$ cat src/rtl/apcp_pkg.sv
package apcp_pkg;
  // Result and core widths
  localparam int SAMPLE_W = 12;
  localparam int STAGES = 15;
  localparam int ANALOG_W = 17;
  localparam int SUM_W = 16;
  // Full scale of the stand-in analog value equals the reference level
  localparam logic signed [16:0] ANALOG_REF = 17'sh08000;
  localparam logic [14:0] ANALOG_MAX = 15'h7fff;
  // Correction drops this many fraction bits from the weighted sum
  localparam int FRAC_BITS = 3;
  // Calibrate request must be high this many cycles
  localparam int CAL_HOLD = 3;
  // Calibration and power-down exit lengths, in conversion clock cycles
  localparam int CAL_CYCLES = 4000;
  localparam int WAKE_CYCLES = 4000;
  localparam int CNT_W = 12;
  // Analog stage latency plus the output register
  localparam int PIPE_LAT = STAGES + 1;
  localparam int LAT_W = 5;
  // Host clock and the settle time before the first requested calibration
  localparam int CLK_HZ = 10_000_000;
  localparam int POWERUP_WAIT_S = 10;
  localparam longint POWERUP_WAIT_CYC = longint'(POWERUP_WAIT_S) * longint'(CLK_HZ);
  localparam int WAIT_W = 27;
  // Host register map, byte addresses
  localparam logic [7:0] REG_CTRL = 8'h00;
  localparam logic [7:0] REG_STATUS = 8'h04;
  localparam logic [7:0] REG_SAMPLE = 8'h08;
  // Control fields
  localparam int CTRL_CAL_GO = 0;
  localparam int CTRL_SLEEP = 1;
  localparam int CTRL_OUT_EN = 2;
  localparam logic [2:0] CTRL_RESET = 3'h0;
  // Status fields
  localparam int STAT_READY = 0;
  localparam int STAT_OOR = 1;
  localparam int STAT_CAL_BUSY = 2;
  localparam int STAT_NEW = 3;
  // Device control states
  typedef enum logic [3:0] {
    ST_RUN = 4'h1,
    ST_CAL = 4'h2,
    ST_SLEEP = 4'h4,
    ST_WAKE = 4'h8
  } apcp_state_e;
endpackage

$ cat src/rtl/apcp_link_if.sv
interface apcp_link_if;
  logic calibrate; // Level calibrate request
  logic power_down_request; // High holds the converter asleep
  logic output_enable_n; // Low lets the data buffers drive
  logic [apcp_pkg::SAMPLE_W-1:0] sample_word; // Result word
  logic sample_drive; // High while the device drives sample_word
  logic out_of_range; // Result came from an out-of-range input
  logic ready; // Converter operating normally
  modport dev (
    input calibrate, power_down_request, output_enable_n,
    output sample_word, sample_drive, out_of_range, ready
  );
  modport host (
    output calibrate, power_down_request, output_enable_n,
    input sample_word, sample_drive, out_of_range, ready
  );
endinterface

$ cat src/rtl/apcp_hold_detect.sv
module apcp_hold_detect #(
  parameter int HOLD = apcp_pkg::CAL_HOLD
) (
  // Clock and reset
  input wire logic ref_clk_i,
  input wire logic reset_i,
  // Request level and its qualified start
  input wire logic level_i,
  output logic start_o
);
  // Run length of the high level, saturating at HOLD
  logic [3:0] run_q;

  if (HOLD < 1 || HOLD > 15)
  begin : g_chk
    $error("apcp_hold_detect: HOLD out of range");
  end

  // Count consecutive high cycles; any low cycle restarts the count
  always_ff @(posedge ref_clk_i)
  begin
    if (reset_i || !level_i)
      run_q <= 4'h0;
    else if (run_q != 4'(HOLD))
      run_q <= run_q + 4'h1;
  end

  // One pulse on the cycle the level has been high HOLD cycles
  assign start_o = level_i && (run_q == 4'(HOLD - 1));
endmodule

$ cat src/rtl/apcp_device.sv
// Overview of operation
// - Calibrate after power-on and on request
// - Calibrate level held three cycles starts calibration
// - Calibration lasts 4000 conversion clock cycles
// - Host discards words seen during calibration
// - Host calibrates at its conversion clock rate
// - Host calibrates ten seconds after power-up
// - Output enable low drives the data buffers
// - Output enable high floats the data buffers
// - Power-down request high: sleep, no conversions
// - Resume within exit interval after request falls
// - Pipeline contents lost on entering power-down
// - Host recalibrates after every power-down cycle
// - Ready high only in normal operation
// - Out-of-range flag marks input outside range
// - Results are 12-bit straight binary words
// - New result every clock after fixed latency
// - Host clock stable, 0.5 to 5 MHz; CLK_HZ here and the bench clock are 10 MHz
// - Fifteen one-bit stages, correction forms result
// - Calibration stores per-bit coefficients, conversions use
// - Ready falls within 3 cycles of calibrate
// - Ready falls within 3 cycles of power-down
// - Power-down exit takes 4000 cycles
//
// Chosen here: the address-and-strobe port and the register addresses.
module apcp_device #(
  parameter int CAL_CYCLES = apcp_pkg::CAL_CYCLES,
  parameter int WAKE_CYCLES = apcp_pkg::WAKE_CYCLES,
  parameter int CAL_HOLD = apcp_pkg::CAL_HOLD
) (
  // Clock and reset
  input wire logic ref_clk_i,
  input wire logic reset_i,
  // Link to the host
  apcp_link_if.dev link,
  // Sampled input, in units where the reference level is full scale
  input wire logic signed [apcp_pkg::ANALOG_W-1:0] analog_i
);
  localparam int S = apcp_pkg::STAGES;
  localparam int CW = apcp_pkg::CNT_W;
  localparam int SW = apcp_pkg::SAMPLE_W;

  if (CAL_CYCLES < S || CAL_CYCLES >= (1 << CW) || WAKE_CYCLES < 1
      || WAKE_CYCLES >= (1 << CW))
  begin : g_chk
    $error("apcp_device: cycle counts do not fit the counter");
  end

  // Nominal weight of stage k, most significant stage first
  function automatic logic [S-1:0] stage_weight(input int k);
    stage_weight = S'(1) << (S - 1 - k);
  endfunction

  // Weighted sum of the raw stage bits, saturated to the result width
  function automatic logic [SW-1:0] correct(
    input logic [S-1:0] raw,
    input logic [S-1:0] coef [S]
  );
    logic [apcp_pkg::SUM_W-1:0] sum;
    sum = '0;
    for (int k = 0; k < S; k++)
      if (raw[S-1-k])
        sum = sum + apcp_pkg::SUM_W'(coef[k]);
    if (sum[apcp_pkg::SUM_W-1])
      correct = '1;
    else
      correct = sum[S-1:apcp_pkg::FRAC_BITS];
  endfunction

  // Control state and cycle counter
  apcp_pkg::apcp_state_e state_q, state_d;
  logic [CW-1:0] cnt_q;
  // Qualified calibrate start from the level filter
  logic cal_start;
  // Per-stage residue, raw bits gathered so far, out-of-range tag
  logic [S-1:0] res_q [S];
  logic [S-1:0] raw_q [S];
  logic oor_pipe_q [S];
  // Correction coefficients written by calibration
  logic [S-1:0] coef_q [S];
  // Link output flops
  logic [SW-1:0] word_q;
  logic drive_q;
  logic oor_q;
  logic ready_q;
  // Clipped input and its range flag
  logic [S-1:0] in_clip;
  logic in_oor;

  apcp_hold_detect #(
    .HOLD(CAL_HOLD)
  ) u_cal_detect (
    .ref_clk_i(ref_clk_i),
    .reset_i(reset_i),
    .level_i(link.calibrate),
    .start_o(cal_start)
  );

  // Next state; power-down outranks everything else
  always_comb
  begin
    state_d = state_q;
    case (state_q)
      apcp_pkg::ST_RUN:
      begin
        if (link.power_down_request)
          state_d = apcp_pkg::ST_SLEEP;
        else if (cal_start)
          state_d = apcp_pkg::ST_CAL;
      end
      apcp_pkg::ST_CAL:
      begin
        if (link.power_down_request)
          state_d = apcp_pkg::ST_SLEEP;
        else if (cnt_q == CW'(CAL_CYCLES - 1))
          state_d = apcp_pkg::ST_RUN;
      end
      apcp_pkg::ST_SLEEP:
      begin
        // Stays asleep for as long as the request is high
        if (!link.power_down_request)
          state_d = apcp_pkg::ST_WAKE;
      end
      apcp_pkg::ST_WAKE:
      begin
        if (link.power_down_request)
          state_d = apcp_pkg::ST_SLEEP;
        else if (cnt_q == CW'(WAKE_CYCLES - 1))
          state_d = apcp_pkg::ST_RUN;
      end
      default:
        state_d = apcp_pkg::ST_CAL;
    endcase
  end

  // State register; reset stands for power-on and starts calibration
  always_ff @(posedge ref_clk_i)
  begin
    if (reset_i)
      state_q <= apcp_pkg::ST_CAL;
    else
      state_q <= state_d;
  end

  // Counter restarts on every state change
  always_ff @(posedge ref_clk_i)
  begin
    if (reset_i || state_d != state_q)
      cnt_q <= '0;
    else if (state_q == apcp_pkg::ST_CAL || state_q == apcp_pkg::ST_WAKE)
      cnt_q <= cnt_q + CW'(1);
  end

  // Calibration derives one coefficient per stage bit in its first cycles
  always_ff @(posedge ref_clk_i)
  begin
    if (reset_i)
    begin
      for (int k = 0; k < S; k++)
        coef_q[k] <= '0;
    end
    else if (state_q == apcp_pkg::ST_CAL && cnt_q < CW'(S))
    begin
      for (int k = 0; k < S; k++)
        if (cnt_q == CW'(k))
          coef_q[k] <= stage_weight(k);
    end
  end

  // Input clip and range check against ground and the reference
  always_comb
  begin
    in_oor = (analog_i < 0) || (analog_i > apcp_pkg::ANALOG_REF);
    if (analog_i < 0)
      in_clip = '0;
    else if (analog_i >= apcp_pkg::ANALOG_REF)
      in_clip = apcp_pkg::ANALOG_MAX;
    else
      in_clip = analog_i[S-1:0];
  end

  // Fifteen stages: each doubles its residue and emits the carry bit.
  // Asleep the core is cleared and held, so old samples cannot leak out.
  always_ff @(posedge ref_clk_i)
  begin
    if (reset_i || state_q == apcp_pkg::ST_SLEEP)
    begin
      for (int k = 0; k < S; k++)
      begin
        res_q[k] <= '0;
        raw_q[k] <= '0;
        oor_pipe_q[k] <= 1'b0;
      end
    end
    else
    begin
      // Calibration drives the core with a fixed level, not the input
      res_q[0] <= (state_q == apcp_pkg::ST_CAL) ? '0 : (in_clip << 1);
      raw_q[0] <= (state_q == apcp_pkg::ST_CAL) ? '0 : {in_clip[S-1], {(S-1){1'b0}}};
      oor_pipe_q[0] <= in_oor && (state_q != apcp_pkg::ST_CAL);
      for (int k = 1; k < S; k++)
      begin
        res_q[k] <= res_q[k-1] << 1;
        raw_q[k] <= raw_q[k-1] | (S'(res_q[k-1][S-1]) << (S - 1 - k));
        oor_pipe_q[k] <= oor_pipe_q[k-1];
      end
    end
  end

  // Corrected result every clock, straight binary
  always_ff @(posedge ref_clk_i)
  begin
    if (reset_i)
    begin
      word_q <= '0;
      oor_q <= 1'b0;
    end
    else
    begin
      word_q <= correct(raw_q[S-1], coef_q);
      oor_q <= oor_pipe_q[S-1];
    end
  end

  // Buffer enable follows the active-low enable, one flop behind
  always_ff @(posedge ref_clk_i)
  begin
    if (reset_i)
      drive_q <= 1'b0;
    else
      drive_q <= !link.output_enable_n;
  end

  // Ready follows the next state so it falls on the same edge
  always_ff @(posedge ref_clk_i)
  begin
    if (reset_i)
      ready_q <= 1'b0;
    else
      ready_q <= (state_d == apcp_pkg::ST_RUN);
  end

  assign link.sample_word = word_q;
  assign link.sample_drive = drive_q;
  assign link.out_of_range = oor_q;
  assign link.ready = ready_q;
endmodule

$ cat src/flat_wrapper.sv
// flat-port wrapper written by rule: the top's interface ports become plain ports
module apcp_device_flat 
#(
  parameter int CAL_CYCLES = apcp_pkg::CAL_CYCLES,
  parameter int WAKE_CYCLES = apcp_pkg::WAKE_CYCLES,
  parameter int CAL_HOLD = apcp_pkg::CAL_HOLD
)
  (ref_clk_i, reset_i, analog_i, link_calibrate, link_power_down_request, link_output_enable_n, link_sample_word, link_sample_drive, link_out_of_range, link_ready);
  apcp_link_if link_i ();
  input wire logic ref_clk_i;
  input wire logic reset_i;
  input wire logic signed [apcp_pkg::ANALOG_W-1:0] analog_i;
  input wire logic [$bits(link_i.calibrate)-1:0] link_calibrate;
  input wire logic [$bits(link_i.power_down_request)-1:0] link_power_down_request;
  input wire logic [$bits(link_i.output_enable_n)-1:0] link_output_enable_n;
  output wire logic [$bits(link_i.sample_word)-1:0] link_sample_word;
  output wire logic [$bits(link_i.sample_drive)-1:0] link_sample_drive;
  output wire logic [$bits(link_i.out_of_range)-1:0] link_out_of_range;
  output wire logic [$bits(link_i.ready)-1:0] link_ready;
  assign link_i.calibrate = link_calibrate;
  assign link_i.power_down_request = link_power_down_request;
  assign link_i.output_enable_n = link_output_enable_n;
  assign link_sample_word = link_i.sample_word;
  assign link_sample_drive = link_i.sample_drive;
  assign link_out_of_range = link_i.out_of_range;
  assign link_ready = link_i.ready;
  apcp_device #(.CAL_CYCLES(CAL_CYCLES), .WAKE_CYCLES(WAKE_CYCLES), .CAL_HOLD(CAL_HOLD)) u_core (.ref_clk_i(ref_clk_i), .reset_i(reset_i), .link(link_i), .analog_i(analog_i));
endmodule
$ cat config.mk
export PLATFORM = sky130hd
export DESIGN_NAME = apcp_device_flat
export DESIGN_NICKNAME = d
export VERILOG_FILES = /design/src/rtl/apcp_pkg.sv /design/src/rtl/apcp_link_if.sv /design/src/rtl/apcp_hold_detect.sv /design/src/rtl/apcp_device.sv /design/src/flat_wrapper.sv
export SDC_FILE = /design/constraint.sdc
export NUM_CORES = 1
export LEC_CHECK = 0
export BUFFER_PORTS_ARGS = -buffer_cell sky130_fd_sc_hd__buf_2
export CORE_ASPECT_RATIO = 1.2
export CORE_MARGIN = 3
export CORE_UTILIZATION = 53
export CTS_CLUSTER_DIAMETER = 50
export DETAILED_ROUTE_END_ITERATION = 6
export GPL_ROUTABILITY_DRIVEN = 0
export PLACE_DENSITY = 0.76
export SLEW_MARGIN = 10
export SYNTH_ARGS = -nofsm -noshare
export SYNTH_HDL_FRONTEND = slang
export SYNTH_HIERARCHICAL = 1
export SYNTH_SLANG_ARGS = --single-unit
export TNS_END_PERCENT = 10
$ cat constraint.sdc
create_clock -name ref_clk_i -period 1.7 [get_ports ref_clk_i]
set_input_delay 0.17 -clock ref_clk_i [delete_from_list [all_inputs] [get_ports ref_clk_i]]
set_output_delay 0.17 -clock ref_clk_i [all_outputs]
set_load 0.02 [all_outputs]
# Yosys cells after proc, flatten, opt, wreduce, memory -nomap -nowiden
# Memory sizes are Yosys's and may differ from the RTL's. A register that Yosys moved wholly into a read port is not among the register bits.
# Index checks and enable logic that the tools add are counted.
dict set report totals {
  regBits 49
  wordCells 243
  output_inout_bits 15
  ram_bits 465
  mem_count 3
  inputBits 22
}
dict set report classes {
  addsub 16
  n_eq_ne 24
  n_mux 89
  magnitude_cmp 4
  bitwise_logic 59
  reduce_logical 27
}
# name words width read_ports rd_clocked_by_memory_dff wr line
set memory_table {}
lappend memory_table {u_core.raw_q 15 15 15 0 15 apcp_device.sv:77} ;# logic [S-1:0] raw_q [S];
lappend memory_table {u_core.res_q 15 15 14 0 15 apcp_device.sv:76} ;# logic [S-1:0] res_q [S];
lappend memory_table {u_core.oor_pipe_q 15 1 15 1 15 apcp_device.sv:78} ;# logic oor_pipe_q [S];
# operator count
set op_table {}
lappend op_table {{two-way mux 15 bit} 35}
lappend op_table {{two-way mux 16 bit} 29}
lappend op_table {{== test 12 x 4 -> 1 bit (second input constant)} 7}
lappend op_table {{== test 12 x 3 -> 1 bit (second input constant)} 4}
lappend op_table {{OR 1 bit} 45}
lappend op_table {{AND reduction 2 bit} 15}
lappend op_table {{== test 12 x 2 -> 1 bit (second input constant)} 2}
lappend op_table {{two-way mux 4 bit} 5}
lappend op_table {{two-way mux 1 bit} 18}
lappend op_table {{greater-or-equal comparator 17 bit (second input constant)} 1}
lappend op_table {{> comparator 17 bit (second input constant)} 1}
lappend op_table {{less-than comparator 17 x 1 -> 1 bit (second input constant)} 1}
lappend op_table {{adder 16 x 1 -> 16 bit} 1}
lappend op_table {{adder 16 x 10 -> 16 bit} 1}
lappend op_table {{adder 16 x 11 -> 16 bit} 1}
lappend op_table {{adder 16 x 12 -> 16 bit} 1}
lappend op_table {{adder 16 x 13 -> 16 bit} 1}
lappend op_table {{adder 16 x 14 -> 16 bit} 1}
lappend op_table {{adder 16 x 2 -> 16 bit} 1}
lappend op_table {{adder 16 x 3 -> 16 bit} 1}
lappend op_table {{adder 16 x 4 -> 16 bit} 1}
lappend op_table {{adder 16 x 5 -> 16 bit} 1}
lappend op_table {{adder 16 x 6 -> 16 bit} 1}
lappend op_table {{adder 16 x 7 -> 16 bit} 1}
lappend op_table {{other kinds (34)} 44}

# Longest topological paths before layout
# An unclocked memory read counts as a cell.
dict set report depth {
  depth_word 46
  mapped_depth 10
  mapped_depth_nobuf 9
}

# Cells and area by module
# The synthesis kept the hierarchy.
# mod cells_per_inst area_each_um2 n_inst
set modules_own_cells {}
lappend modules_own_cells {apcp_device 621 7089.3 1}
lappend modules_own_cells {apcp_hold_detect 23 227.7 1}

# Least setup slack after synthesis
# Ideal clock, no wire load.
dict set report synth_path {
  path_kind {register -> register}
  startpoint {reg u_core.state_q[1]}
  endpoint {reg u_core.cnt_q[2]}
  t_required_ps 1636
  path_slack_ps -132
  synth_period_minus_slack_ps 1832
  arrival_ps 1768
  path_stages_with_launch 8
  path_cell_list {dfxtp_1 > buf_6 > nor4b_4 > nor4_1 > or4_1 > a211o_1 > buf_6 > nor2_1}
}
dict set report synth_between {
  elab_chain_cells 5
  elab_cells_between_ends 14
}
# item line
set synth_lines {}
lappend synth_lines {{from (decl)} apcp_device.sv:71} ;# apcp_pkg::apcp_state_e state_q, state_d;
lappend synth_lines {{from (signal assigned)} apcp_device.sv:140} ;# state_q <= apcp_pkg::ST_CAL;
lappend synth_lines {{from (signal assigned)} apcp_device.sv:142} ;# state_q <= state_d;
lappend synth_lines {{== test 4 bit, or another cell as far along} {apcp_device.sv:103, apcp_device.sv:150}}
lappend synth_lines {{OR reduction 2 bit (no source line), or another cell as far along} n/a}
lappend synth_lines {{case mux 4 bit (3 select lines)} apcp_device.sv:103} ;# case (state_q)
lappend synth_lines {{inequality test 4 bit} apcp_device.sv:148} ;# if (reset_i || state_d != state_q)
lappend synth_lines {{logical OR 1 bit} apcp_device.sv:148}
lappend synth_lines {{to (signal assigned)} apcp_device.sv:151} ;# cnt_q <= cnt_q + CW'(1);
lappend synth_lines {{to (decl)} apcp_device.sv:72} ;# logic [CW-1:0] cnt_q;
# Parallel ways exist; a longest one is shown, timed or not.
# A chain may end at the register's enable or synchronous reset.

# Final worst setup path
dict set report layout_path {
  startpoint {reg u_core.cnt_q[0]}
  endpoint {reg u_core.cnt_q[1]}
}
dict set report layout_between {
  elab_chain_cells 6
  elab_cells_between_ends 7
}
# item line
set layout_lines {}
lappend layout_lines {{== test 12 bit} {apcp_device.sv:115, apcp_device.sv:128}}
lappend layout_lines {{two-way mux 4 bit} {apcp_device.sv:115, apcp_device.sv:128}}
lappend layout_lines {{two-way mux 4 bit} apcp_device.sv:113} ;# if (link.power_down_request)
lappend layout_lines {{case mux 4 bit (3 select lines)} apcp_device.sv:103}
lappend layout_lines {{inequality test 4 bit} apcp_device.sv:148}
lappend layout_lines {{logical OR 1 bit} apcp_device.sv:148}
# Parallel ways exist; a longest one is shown, timed or not.

==> results.md <==
* Pwr dens at 1210 nW/um2
* Arrival time at the worst endpoint at 2.42 ns
* Worst hold slack at 0.0289 ns
* Initial antenna violation count at 0
* Fmax at 496 MHz
* Min setup slack post-route at -0.316 ns
* Initial drt markers at 192
* Switch share at 19.9%
* DRC viols at 0
* Die area at 15300 um2
* Final setup skew at 0.00803 ns
* Distinct cells, synth at 41
* Pint at 8.77 mW
* Gate power share at 3.6%
* Layout cells sized above 1 at 21.1%
* Largest cells by area after synthesis: dfxtp_1 (66%), and2_1 (16%), nor2_1 (1.8%), clkbuf_1 (1.5%), and3b_1 (1.3%)
* Largest net degree at the start of global routing at 54
* I/O Buffers at 36
* Number of synthesized flops with an enable pin at 0
* Slew at the pin closest to its max-slew limit at 0.481 ns
* Die Ht at 135 um
* Post-Place Cells at 861
* Leakage power at 3.83 nW
* CTS buffer count at 23
* Vias at 4482
* First-pass GRT wire length at 19.8 mm
* Top cell type's share of synthesized area at 66.2%
* Final Max Slew Viols at 0
* Final instance area at 9070 um2
* Diode count at 0
* TritonCTS clock tree: yes
* Area Overhead vs Synth at 23.9%
* # rows at 46
* Finished Layout Cells at 920
* Most numerous cell in the Yosys netlist: dfxtp_1
* Syn_nets at 672
* Required @ worst endpoint at 2.11 ns
* NetSw at 2.18 mW
* Async set or reset register ratio after synthesis at 0%
* Yosys warning total at 6
* Vias in the first global route at 4557
* Initial Util at 54.8%
* Final Net Count at 766
* Clk Latency, worst-skew pair at 0.49 ns
* Max IR drop VDD at 0.000998 V
* Crit path max-delay cell type: or4_1
* Worst-path fanout max at 6
* Final setup fails at 13
* Vias per inst at 4.87
* Commonest cells in the netlist: dfxtp_1 (242), and2_1 (183), nor2_1 (35)
* Cells after Synth at 644
* Startpoint types: flip-flop
* Drt total wl at 12.0 mm
* Unrepaired setup endpoints after global routing: true
* Hold Vio Cnt, Final at 0
* Cell Area, Synth at 7320 um2
* Mean Syn Cell Area at 11.4 um2
* Drt wl/cell at 13.1 um
* Clk network pwr share at 44.0%
* Area leader, netlist: dfxtp_1
* Final ANT Viol Nets at 0
* Worst hold path type: primary input to flip-flop
* Clock Path Buffers at 3
* Rel. slew slack at 67.8%
* Max Cap Viol at 0
* Chip width at 113 um
* Outcome: finished, violations left
* Dpl hpwl at 7.02 mm
* Placed Area at 7960 um2
* CP endpoint kind: flip-flop
* Flop pwr share at 52.4%
* TritonCTS sink count at 242
* TNS Setup at -2.67 ns
* Sequential area share after synthesis at 66.2%
* H-tree Lvls at 1
* FF+latch count, synth at 242
* Top Ports at 37
* GRT Util Overall at 15.5%
* Core box area at 13400 um2
* GRT overflow at 0
* Clk root buf: clkbuf_16
* Drt pass-1 iters at 4
* Period minus WS final at 2.02 ns
* Failing checks: setup timing
* Fin crit share at 119%
* Clock transition at the registers of the reported paths at 0.06 ns
* Critical path's largest stage delay at 0.44 ns
* Crit-path cells: ha_4 -> nand4_1 -> nor4_2 -> or4_1 -> a211o_1 -> buf_12 -> nor3_2
* Critical path class: flip-flop to flip-flop
* Predominant post-synthesis flop cell: dfxtp_1
-- timing repair --
| action | 4_1_cts | 5_1_grt |
|---|---|---|
| gates resized for setup | 9 | 33 |
| endpoints found under the setup margin | 38 | 26 |
| hold buffers | 17 | 0 |
| hold endpoints to repair | 19 | 0 |
| cloned | 0 | 1 |
| pin swaps | 5 | 3 |
| setup buffers | 0 | 2 |
-- final timing paths --
check                                       from                               to  slack (ns)  cells past startpoint
setup / recovery    u_core/cnt_q[0]$_SDFFE_PP0N_     u_core/cnt_q[1]$_SDFFE_PP0N_       -0.32                      7
hold / removal                      analog_i[16]  u_core/oor_pipe_q[0]$_SDFF_PP0_        0.03                      3
setup reg to reg    u_core/cnt_q[0]$_SDFFE_PP0N_     u_core/cnt_q[1]$_SDFFE_PP0N_       -0.32                      7
hold reg to reg   u_core/res_q[0][50]$_SDFF_PP0_   u_core/res_q[0][65]$_SDFF_PP0_        0.42                      1
-- cell families after synthesis --
kind of cell	Yosys count	share of synthesized area, %
and+or+nand+nor	294	24.3
adders and majority gates	6	1.03
DFF	242	66.2
xor gates and xnor gates	16	1.92
buffers and inverters	41	2.38
muxes	3	0.410
AOI/OAI and AO/OA	42	3.75
-- layout make-up --
| cell class | instances | area, um2 |
|---|---|---|
| clock buffers | 34 | 667 |
| clock inverters | 5 | 61.3 |
| fillers | 963 | 4280 |
| inverters | 6 | 22.5 |
| multi-input cells | 361 | 2460 |
| flip-flops and latches | 242 | 4860 |
| well taps | 168 | 210 |
| repair buffers | 104 | 788 |
-- sequential cells by signal, indices dropped and copies added, names as in the netlist --
signal / count
u_core/u_cal_detect/run_q: 4
u_core/link.sample_word: 12
u_core/link.out_of_range: 1
u_core/oor_pipe_q: 15
u_core/coef_q: 12
u_core/link.sample_drive: 1
u_core/state_q: 4
u_core/cnt_q: 12
u_core/res_q: 66
u_core/raw_q: 114
u_core/link.ready: 1
-- per-layer routing --
metal  GRT usage (%)  routed length [um]  vias to the layer above
met5               0                   0                        -
met4            6.61                 391                        0
met3            3.77                 551                       34
met2            28.5                6290                       98
met1            16.9                4800                     2101
li1                -                   -                     2249
-- cell usage in the layout, fill, tap and decap left out, drive strengths merged, types with 6 or more instances in the layout --
cell         instances
dfxtp              242
and2               183
buf                 86
nor2                35
clkbuf              35
dlygate4sd3         17
a21oi               17
nor3                13
o21a                12
and3b               11
nand2               11
xor2                10
inv                  9
nor4                 7
xnor2                6
nand4                6
ha                   6
-- worst max-delay path, delay by kind of cell (launching register included) --
| family | cells | cell delay (ns) |
|---|---|---|
| AOI/OAI and AO/OA | 1 | 0.36 |
| buffers and inverters | 1 | 0.17 |
| and+or+nand+nor | 4 | 0.89 |
| DFF | 1 | 0.34 |
| adders and majority gates | 1 | 0.16 |
-- power by group through the flow --
stage | Clock [mW] | Sequential (mW) | Combinational (mW)
3_5_place_dp | 0 | 5.86 | 0.330
5_1_grt | 5.19 | 5.73 | 0.441
4_1_cts | 4.93 | 5.73 | 0.368
2_1_floorplan | 0 | 5.85 | 0.197
6_report | 4.82 | 5.73 | 0.400
3_3_place_gp | 0 | 5.85 | 0.315
-- through the flow --
| stage | setup slack [ns] | utilization [%] | total power, mW |
|---|---|---|---|
| after CTS | -0.198 | 66.6 | 11.0 |
| final | -0.316 | 67.9 | 10.9 |
| after floorplan | -0.0865 | - | 6.05 |
| after detailed placement | -0.453 | 59.6 | 6.19 |
| after global placement | -0.277 | 59.6 | 6.17 |
| after global routing | -0.338 | 67.9 | 11.4 |
(Power assumes the default switching activity.)
